===== src/rtl/tear_pkg.sv =====
// shared constants and types for the anti-tearing write controller
package tear_pkg;
  localparam int          TEAR_MAX_BYTES     = 8;
  localparam logic [7:0]  SYS_MODE_NORMAL    = 8'h00;
  localparam logic [7:0]  SYS_MODE_TEAR      = 8'h80;
  localparam logic [7:0]  SYS_MODE_FUSE      = 8'h01;
  localparam int          SEL_BIT_POS        = 7;
  localparam int          ZONE_LSB           = 0;
  localparam int          ZONE_MSB           = 3;
  localparam int          PAD_LSB            = 4;
  localparam int          PAD_MSB            = 6;
  localparam int          TIME_SCALE         = 4;
  localparam int          ENDURANCE_MIN      = 50000;
  localparam logic [3:0]  ZONE_RESET         = 4'h0;
  localparam int          MAX_LEN            = 32;

  typedef enum logic [1:0] {CMD_SET_ZONE, CMD_WRITE_USER, CMD_WRITE_SYS} cmd_kind_e;

  typedef struct packed {
    cmd_kind_e  kind;
    logic [7:0] command_parameter_byte;
    logic [7:0] addr;
    logic [4:0] len_m1;
  } cmd_s;

  typedef struct packed {
    logic [7:0] addr;
    logic [7:0] data;
  } mem_wr_s;
endpackage


===== src/rtl/anti_tearing_write_control.sv =====
// anti-tearing write controller: command decode, buffer staging and commit
`timescale 1ns/1ps
// Functional notes
// RULE_01: anti-tearing writes carry at most eight data bytes, longer ones refused.
// RULE_02: anti-tearing response takes about four times a normal write.
// RULE_03: set-user-zone with select bit one turns buffered user writes on.
// RULE_04: set-user-zone with select bit zero turns direct user writes back on.
// RULE_05: parameter byte: bit 7 select, bits 6-4 zero, bits 3-0 zone.
// RULE_06: system-zone parameter 80h writes configuration through the buffer.
// RULE_07: system-zone parameter 00h writes configuration directly.
// RULE_08: parameter 01h is a one-byte fuse write; other values refused.
// RULE_09: length field is count minus one; that many plus one bytes follow.
// RULE_10: configuration anti-tearing only on the capable variant family.
// RULE_11: all anti-tearing writes staged in one shared buffer first.
// RULE_12: buffer, set flag, copy to target, clear flag, then acknowledge.
// RULE_13: at power-up a set flag forces completion before any command.
module anti_tearing_write_control
  import tear_pkg::*;
#(
  parameter bit SYS_TEAR_CAPABLE = 1'b1
)(
  input  wire logic       ref_clk,
  input  wire logic       rst,
  input  wire logic       cmd_valid,
  output logic            cmd_ready,
  input  wire cmd_s       cmd,
  input  wire logic       data_valid,
  input  wire logic [7:0] data_byte,
  output logic            rsp_valid,
  output logic            rsp_ack,
  output logic [3:0]      zone_q,
  output logic            tear_sel_q,
  output logic            buf_wr,
  output logic            flag_wr,
  output logic            flag_val,
  output logic            tgt_wr,
  output logic            fuse_wr,
  output mem_wr_s         mem_wr_q,
  output logic            tgt_is_sys_q,
  input  wire logic       mem_done,
  input  wire logic       flag_stored,
  input  wire logic [7:0] buf_rd_data,
  output logic [2:0]      buf_idx_q
);

  typedef enum logic [3:0] {
    S_POR, S_IDLE, S_RECV, S_DIRECT, S_BUF, S_FLAG_SET, S_COPY, S_FLAG_CLR, S_RESP
  } state_e;

  state_e      state_q;
  logic [4:0]  cnt_q;
  logic [4:0]  len_q;
  logic [7:0]  base_q;
  logic        tear_q;
  logic        fuse_q;
  logic        ack_q;
  logic        recover_q;
  logic [7:0]  data_mem [MAX_LEN];
  logic        accept;
  logic        bad_cmd;
  logic        use_tear;

  assign cmd_ready = (state_q == S_IDLE); // see RULE_13
  assign accept    = cmd_valid && cmd_ready;

  always_comb
  begin
    use_tear = 1'b0;
    bad_cmd  = 1'b0;
    unique case (cmd.kind)
      CMD_WRITE_USER:
      begin
        use_tear = tear_sel_q; // see RULE_03
        bad_cmd  = tear_sel_q && (cmd.len_m1 >= 5'(TEAR_MAX_BYTES)); // see RULE_01
      end
      CMD_WRITE_SYS:
      begin
        if (cmd.command_parameter_byte == SYS_MODE_TEAR)
        begin
          use_tear = SYS_TEAR_CAPABLE; // see RULE_06
          bad_cmd  = !SYS_TEAR_CAPABLE || (cmd.len_m1 >= 5'(TEAR_MAX_BYTES)); // see RULE_10
        end
        else if (cmd.command_parameter_byte == SYS_MODE_FUSE)
          bad_cmd = (cmd.len_m1 != 5'h00); // see RULE_08
        else if (cmd.command_parameter_byte != SYS_MODE_NORMAL)
          bad_cmd = 1'b1; // see RULE_07 see RULE_08
      end
      CMD_SET_ZONE:
        bad_cmd = (cmd.command_parameter_byte[PAD_MSB:PAD_LSB] != 3'h0); // see RULE_05
      default:
        bad_cmd = 1'b1;
    endcase
  end

  // zone and tear select state
  always_ff @(posedge ref_clk or posedge rst)
  begin
    if (rst)
    begin
      zone_q     <= ZONE_RESET;
      tear_sel_q <= 1'b0;
    end
    else if (accept && cmd.kind == CMD_SET_ZONE && !bad_cmd)
    begin
      tear_sel_q <= cmd.command_parameter_byte[SEL_BIT_POS]; // see RULE_03 see RULE_04
      zone_q     <= cmd.command_parameter_byte[ZONE_MSB:ZONE_LSB]; // see RULE_05
    end
  end

  // main sequencer
  always_ff @(posedge ref_clk or posedge rst)
  begin
    if (rst)
    begin
      state_q      <= S_POR;
      cnt_q        <= 5'h00;
      len_q        <= 5'h00;
      base_q       <= 8'h00;
      tear_q       <= 1'b0;
      fuse_q       <= 1'b0;
      ack_q        <= 1'b0;
      tgt_is_sys_q <= 1'b0;
      buf_idx_q    <= 3'h0;
      recover_q    <= 1'b0;
    end
    else
    begin
      unique case (state_q)
        S_POR:
          if (flag_stored)
          begin
            tear_q    <= 1'b1;
            cnt_q     <= 5'h00;
            buf_idx_q <= 3'h0;
            recover_q <= 1'b1;
            state_q   <= S_COPY; // see RULE_13
          end
          else
            state_q <= S_IDLE;
        S_IDLE:
          if (accept)
          begin
            cnt_q        <= 5'h00;
            len_q        <= cmd.len_m1; // see RULE_09
            base_q       <= cmd.addr;
            tear_q       <= use_tear;
            fuse_q       <= (cmd.kind == CMD_WRITE_SYS) &&
                            (cmd.command_parameter_byte == SYS_MODE_FUSE);
            tgt_is_sys_q <= (cmd.kind == CMD_WRITE_SYS);
            if (bad_cmd || cmd.kind == CMD_SET_ZONE)
            begin
              ack_q   <= !bad_cmd;
              state_q <= S_RESP;
            end
            else
              state_q <= S_RECV;
          end
        S_RECV:
          if (data_valid)
          begin
            cnt_q <= cnt_q + 5'h01;
            if (cnt_q == len_q)
            begin
              cnt_q   <= 5'h00;
              state_q <= tear_q ? S_BUF : S_DIRECT; // see RULE_11
            end
          end
        S_DIRECT, S_BUF, S_COPY:
          if (mem_done)
          begin
            cnt_q     <= cnt_q + 5'h01;
            buf_idx_q <= cnt_q[2:0] + 3'h1;
            if (cnt_q == len_q)
            begin
              cnt_q     <= 5'h00;
              buf_idx_q <= 3'h0;
              ack_q     <= 1'b1;
              unique case (state_q)
                S_BUF:   state_q <= S_FLAG_SET; // see RULE_12
                S_COPY:  state_q <= S_FLAG_CLR;
                default: state_q <= S_RESP;
              endcase
            end
          end
        S_FLAG_SET:
          if (mem_done)
            state_q <= S_COPY; // see RULE_12
        S_FLAG_CLR:
          if (mem_done)
          begin
            recover_q <= 1'b0;
            state_q   <= recover_q ? S_IDLE : S_RESP; // see RULE_13
          end
        S_RESP:
        begin
          tear_q  <= 1'b0;
          state_q <= S_IDLE;
        end
        default:
          state_q <= S_IDLE;
      endcase
    end
  end

  // incoming data capture
  always_ff @(posedge ref_clk)
  begin
    if (state_q == S_RECV && data_valid)
      data_mem[cnt_q] <= data_byte;
  end

  // memory write data, a one-byte buffered write takes four memory steps (buffer, flag set, copy, flag clear) (see RULE_02)
  always_ff @(posedge ref_clk or posedge rst)
  begin
    if (rst)
      mem_wr_q <= '0;
    else if (state_q == S_COPY)
      mem_wr_q <= '{addr: base_q + 8'(cnt_q), data: buf_rd_data}; // see RULE_12
    else
      mem_wr_q <= '{addr: base_q + 8'(cnt_q), data: data_mem[cnt_q]};
  end

  assign buf_wr    = (state_q == S_BUF);
  assign flag_wr   = (state_q == S_FLAG_SET) || (state_q == S_FLAG_CLR);
  assign flag_val  = (state_q == S_FLAG_SET);
  assign tgt_wr    = ((state_q == S_DIRECT) && !fuse_q) || (state_q == S_COPY);
  assign fuse_wr   = (state_q == S_DIRECT) && fuse_q;
  assign rsp_valid = (state_q == S_RESP);
  assign rsp_ack   = (state_q == S_RESP) && ack_q;

endmodule


===== config.mk =====
export PLATFORM = sky130hd
export DESIGN_NAME = anti_tearing_write_control
export DESIGN_NICKNAME = d
export VERILOG_FILES = /design/src/rtl/tear_pkg.sv /design/src/rtl/anti_tearing_write_control.sv
export SDC_FILE = /design/constraint.sdc
export NUM_CORES = 1
export LEC_CHECK = 0
export ABC_CLOCK_PERIOD_IN_PS = 4300
export BUFFER_PORTS_ARGS = -buffer_cell sky130_fd_sc_hd__buf_4
export CAP_MARGIN = 40
export CORE_AREA = 5 5 167 169
export DETAILED_ROUTE_END_ITERATION = 10
export DIE_AREA = 0 0 172 174
export PLACE_DENSITY = 0.66
export SLEW_MARGIN = 25
export SYNTH_ARGS = -nofsm -noshare
export SYNTH_HDL_FRONTEND = slang
export SYNTH_SLANG_ARGS = --single-unit

===== constraint.sdc =====
create_clock -name ref_clk -period 4.3 [get_ports ref_clk]
set_input_delay 0 -clock ref_clk [delete_from_list [all_inputs] [get_ports ref_clk]]
set_output_delay 0 -clock ref_clk [all_outputs]
set_load 0.01 [all_outputs]

==> results of run 1 <==
==> layout make-up <==
type	instances	area (µm²)	share of cell area
sequential	307	8969	0.5854
multi-input combinational	454	3638	0.2375
timing repair buffer	134	1121	0.07317
clock buffer	50	962.2	0.06280
tap	341	426.7	0.02785
clock inverter	11	136.4	0.008902
inverter	18	67.56	0.004410
==> layer usage <==
metal | vias to the layer above | wire length, µm | track usage
met5 | - | 0 | 0.01171
met4 | 0 | 852 | 0.06223
met3 | 49 | 2600 | 0.04662
met2 | 315 | 14500 | 0.3181
met1 | 3880 | 12830 | 0.2867
li1 | 3455 | - | -
==> sequential cells by signal, summed over array words and instances, names as in the netlist, 3 cells and up <==
name,count
state_q,4
data_mem,256
mem_wr_q,16
buf_idx_q,3
len_q,5
cnt_q,5
zone_q,4
base_q,8
==> worst paths after layout <==
check                           start         endpoint
max                        state_q[0]  data_mem[13][6]
min reg2reg                 base_q[2]        base_q[2]
min                         cmd_valid           fuse_q
min in group asynchronous         rst      mem_wr_q[3]
max reg2reg                state_q[0]  data_mem[13][6]
max in group asynchronous         rst         cnt_q[1]
==> layout by cell type (no fill, tap or decap), types with 4 or more instances in the layout <==
| cell | count |
|---|---|
| mux2_2 | 10 |
| dfrtp_1 | 49 |
| mux2_1 | 21 |
| o22ai_1 | 24 |
| mux2_4 | 5 |
| dlygate4sd3_1 | 40 |
| a21oi_1 | 20 |
| o21ai_1 | 8 |
| xnor2_1 | 9 |
| ha_1 | 13 |
| a22o_1 | 7 |
| o21ai_0 | 18 |
| mux2i_1 | 70 |
| nor4_1 | 9 |
| inv_1 | 15 |
| clkinv_2 | 4 |
| o21a_1 | 4 |
| a2111oi_0 | 4 |
| nor2b_1 | 6 |
| edfxtp_1 | 256 |
| clkbuf_1 | 13 |
| nor2_1 | 66 |
| buf_4 | 89 |
| nor3_1 | 7 |
| a41oi_1 | 5 |
| clkbuf_16 | 35 |
| nand3_1 | 14 |
| mux4_2 | 23 |
| nand2_1 | 37 |
| and3_1 | 5 |
| nand4bb_1 | 4 |
==> critical path, stage by stage (launching register included) <==
cell and delay [ns]:
dfrtp_1 0.59, inv_2 0.25, nand3_1 0.10, nor3_1 0.41, nand2_1 0.50, nor2_1 0.73
==> stage by stage <==
step           instance area [µm²]  std cells  setup WS (ns)  hold slack [ns]  utilization
6_report                     15320       1315          1.364         -0.02074       0.5798
5_1_grt                      15320       1315          1.056          0.01211       0.5798
4_1_cts                      15270       1311          1.288          0.05169       0.5779
3_5_place_dp                 13770       1210          1.294          0.09071       0.5212
3_3_place_gp                 13770       1209          1.181          0.08723       0.5211
2_1_floorplan                12840        818          1.666          0.09887            -
==> Yosys cell counts (5+ instances only) <==
library cell  instances  share of area
a21oi_1              20         0.0078
ha_1                 13          0.013
inv_1                16         0.0047
dfrtp_1              51          0.099
buf_2                15         0.0058
nor2b_1               6         0.0029
mux2_1               21          0.018
mux2_2               10         0.0088
o21ai_0              18         0.0070
nand2_1              37          0.011
buf_1                 5         0.0015
clkbuf_1             18         0.0053
edfxtp_1            256           0.60
a22o_1                7         0.0048
nor4_1                9         0.0044
o21ai_1               8         0.0031
a41oi_1               5         0.0034
xnor2_1               9         0.0061
and3_1                5         0.0024
o22ai_1              24          0.012
mux4_2               23          0.040
nor3_1                7         0.0027
mux2_4                5         0.0058
nor2_1               66          0.019
mux2i_1              70          0.055
nand3_1              14         0.0055
==> cell families (layout without fill, tap and decap cells) <==
logic type	count (synthesis)	count (layout)	share of synthesized area
buf+inv	57	213	0.01871
fa+ha+maj	14	14	0.01422
xor+xnor	10	10	0.006820
simple gates	181	181	0.07180
compound gates	120	120	0.06255
flops	307	307	0.6980
mux	129	129	0.1279
==> power breakdown <==
part	total, mW	internal [mW]	switching [mW]
clock	2.81	1.69	1.13
combinational	2.11	1.03	1.08
sequential	3.77	3.44	0.334
==> impl_metrics.yaml, run 1 <==
run_status:
  status: "complete, but fails checks"
  violations: "hold timing"
timing:
  setup_viol_count_final: 0
  holdWs_ns: -0.02074
  fin_crit_sh: 0.6829
  setup_tns_ns: 0
  period_needed_ns: 2.936
  skew_ns: 0.02390
  fmax_ghz: 0.3405
  rsz0062_at_grt: "no"
  slew_viol_final: 0
  hold_viol: 1
  worst_pin_slew_ns: 0.8452
  relSlewSlack: 0.4365
synth:
  ys_async_sr_fraction: 0.1661
  ys_seq_area_frac: 0.6980
  yosys_warnings: 0
  synth_top_flop_cell: "edfxtp_1"
  avgSynthCellArea_um2: 15.70
  synth_edf_count: 256
  syn_inst: 818
  synth_nets: 877
  ys_types: 70
  ys_ff_latch: 307
  syn_area_um2: 12840
pwr:
  static-leakage-power_nw: 5.267
  power_density_nw_per_um2: 567.7
  max-vdd-ir-drop_mv: 0.4228
  total_power_mw: 8.698
route:
  via_count: 7699
  drcViolationCount: 0
  ant_nets: 0
  via_per_inst: 5.855
  first_iter_violations: 622
  wl_per_cell_um: 23.41
  dr.pass1.iters: 5
  wl_mm: 30.79
global_route:
  grt_pass1_wl_mm: 46.33
  grt_pass1_vias: 7668
  grt-ovfl-total: 0
  grt_start_max_net_pins: 49
  grt_use_total: 0.2038
  antenna_found_initial: 0
worst_setup_path:
  crit_fanout: 20
  worstPathRequired_ns: 4.44
  start_kind: "register"
  r2r_cells: 5
  reg2reg_slack_ns: 1.36
  critPathCaptureType: "register"
  crit_arrival_ns: 3.08
  criticalPathCategory: "reg -> reg"
die:
  core_area_um2: 26430
  die_w_um: 172
  die_h_um: 174
  start_util: 0.4860
  die_area_um2: 29930
  rows: 60
  top_level_ports: 78
place:
  dpl.hpwl_mm: 19.99
  routabilityCongestion: 0.8610
  port_buffers: 77
min_path:
  min_path_cells: 4
  hp-class: "in -> reg"
layout:
  drive_gt1_frac: 0.1930
  area_growth_syn_to_layout_pct: 19.30
  nets: 1008
  fillCellCount: 2079
  antenna_cells: 0
clock_network:
  path_clk_slew_ns: 0.05
  cts.sinks: 307
  cts_resized: 0
  post_cts_buffers: 0
  cts_tree: "done"
  root_buffer: "clkbuf_16"
  clock_latency_ns: 0.52
  tritoncts.num_buffers: 34
  htree_levels: 2
  ctsHoldBuffers: 40
  clock_path_buffers: 3
run:
  cap_violations: 0
Power figures use the tool's default switching activity.
==> inputs of run 2 (changes only) <==
Settings changed: ABC_AREA set to 1, ABC_CLOCK_PERIOD_IN_PS 4300 to 3000.
Clock period 4.3 ns to 3 ns, I/O delays scaled along.
==> impl_metrics.yaml, run 2 <==
layout:
  drive_gt1_frac: 0.1511
  largest_reg_flops: 256
  antenna_cells: 0
  nets: 1371
  final_common_cell: "edfxtp_1"
  reg_top3: "data_mem (256), mem_wr_q (16), base_q (8)"
  regMostFlops: "data_mem"
  area_growth_syn_to_layout_pct: 20.24
  instances_no_fill: 1678
  final_cell_mix: "256 x edfxtp_1, 212 x nor2_1, 207 x nand2_1"
global_route:
  grt_start_max_net_pins: 99
  grt.met1_usage: 0.3067
  met3_usage: 0.03366
  grt_use_total: 0.2158
  grt_pass1_vias: 9179
  grt_pass1_wl_mm: 50.65
  grt_busiest_layer: "met2"
  antenna_found_initial: 0
  use_met2: 0.3472
  grt-ovfl-total: 0
synth:
  synth_top_flop_cell: "edfxtp_1"
  syn_area_um2: 12910
  synth_top_area_frac: 0.5954
  ys_async_sr_fraction: 0.1661
  synth_nets: 1217
  ys_types: 31
  yosys.area.top_type: "edfxtp_1"
  avgSynthCellArea_um2: 11.15
  yosysMostFrequentCell: "edfxtp_1"
  ys_ff_latch: 307
  synth_edf_count: 256
  syn_inst: 1158
  ys_seq_area_frac: 0.6943
  synth.area.top_cells: "edfxtp_1 60%, dfrtp_1 9.9%, nor2_1 6.2%, nand2_1 6.0%, o21ai_0 5.1%"
  ys_top_cells_by_count: "256 x edfxtp_1, 212 x nor2_1, 207 x nand2_1"
  yosys_warnings: 0
worst_setup_path:
  crit_chain: "nor2_1 > nand2_1 > nor2_1 > nand2_1 > nor2_1 > buf_4"
  crit_path_max_incr_delay_ns: 0.50
  start_kind: "register"
  crit_arrival_ns: 2.69
  critPathCaptureType: "register"
  crit_fanout: 8
  worstPathRequired_ns: 3.28
  cp_slowest_cell: "nand2_1"
  crit_top_cell: "nor2_1"
  criticalPathCategory: "reg -> reg"
route:
  dr.pass1.iters: 8
  via_count: 9139
  wl_per_cell_um: 19.54
  ant_nets: 0
  drcViolationCount: 0
  first_iter_violations: 902
  via_per_inst: 5.446
  wl_mm: 32.79
pwr:
  power_density_nw_per_um2: 827.4
  static-leakage-power_nw: 5.990
  max-vdd-ir-drop_mv: 0.6054
die:
  top_level_ports: 78
  die_w_um: 172
  start_util: 0.4886
  die_h_um: 174
  rows: 60
  core_area_um2: 26430
  die_area_um2: 29930
run:
  cap_violations: 0
timing:
  slew_viol_final: 0
  fin_crit_sh: 0.8044
  period_needed_ns: 2.413
  setup_viol_count_final: 0
  fmax_ghz: 0.4144
  worst_pin_slew_ns: 0.6669
  rsz0062_at_grt: "no"
  relSlewSlack: 0.5538
  hold_viol: 0
  skew_ns: 0.03014
  setup_tns_ns: 0
  holdWs_ns: 0.01817
place:
  routabilityCongestion: 0.8664
  port_buffers: 77
  dpl.hpwl_mm: 20.75
  dp.cells: 1578
clock_network:
  clock_latency_ns: 0.57
  cts_tree: "done"
  clock_path_buffers: 3
  htree_levels: 1
  tritoncts.num_buffers: 31
  cts.sinks: 307
  cts_resized: 0
  root_buffer: "clkbuf_16"
  path_clk_slew_ns: 0.06
run_status:
  status: "complete, no violations"
min_path:
  hp-class: "in -> reg"
run 2: what timing repair did:
| action | 4_1_cts | 5_1_grt |
|---|---|---|
| endpoints found under the hold margin | 330 | 0 |
| buffers inserted | 0 | 0 |
| hold buffers | 42 | 0 |
run 2: through the flow:
step,util,setup slack (ns),cell area (µm²),power (mW)
floorplan,-,0.8930,12910,7.702
global placement,0.5324,0.6524,14070,8.987
detailed placement,0.5334,0.6278,14100,9.014
CTS,0.5875,0.6229,15520,12.87
global route,0.5875,0.4805,15520,13.53
finish,0.5875,0.5869,15520,12.85
run 2: area by class of cell:
type | count | area [µm²]
Clock inverter | 22 | 214.0
Tap cell | 341 | 426.7
Sequential cell | 307 | 8969
Timing Repair Buffer | 168 | 1399
Clock buffer | 36 | 794.5
Fill cell | 2165 | 10900
Multi-Input combinational cell | 729 | 3440
Inverter | 75 | 282.8
run 2: power by group:
| group | switching (mW) | leakage, nW | internal (mW) |
|---|---|---|---|
| clock network | 1.57 | 0.490 | 2.23 |
| logic | 2.60 | 2.56 | 1.29 |
| registers | 0.197 | 2.94 | 4.95 |
| total | 4.37 | 5.99 | 8.48 |
run 2: critical path, delay by kind of cell (launching register included):
family / cells / cell delay [ns]
buffers and inverters: 1 / 0.20
DFF: 1 / 0.40
and+or+nand+nor: 5 / 1.54
run 2: path summary, 6_finish.rpt:
check | from | to | slack, ns | cells after the start
max in group asynchronous | rst | mem_wr_q[15] | 2.25 | 5
hold reg to reg | base_q[7] | mem_wr_q[15] | 0.48 | 1
hold / removal | cmd_valid | state_q[3] | 0.02 | 7
setup / recovery | state_q[2] | data_mem[1][0] | 0.59 | 6
min in group asynchronous | rst | tgt_is_sys_q | 0.05 | 3
setup reg to reg | state_q[2] | data_mem[1][0] | 0.59 | 6
run 2: cell families (layout without fill, tap and decap cells):
kind of cell / after synthesis / after routing / share of synthesized area
compound gates: 234 / 234 / 0.09778
xor+xnor: 10 / 10 / 0.006783
fa+ha+maj: 14 / 14 / 0.01415
buf+inv: 122 / 301 / 0.03935
flops: 307 / 307 / 0.6943
simple gates: 471 / 471 / 0.1477
run 2: layer usage:
layer / share of wire / vias to the layer above
met5: 0 / -
met4: 0.027 / 0
met3: 0.080 / 66
met2: 0.46 / 423
met1: 0.43 / 4327
li1: - / 4323
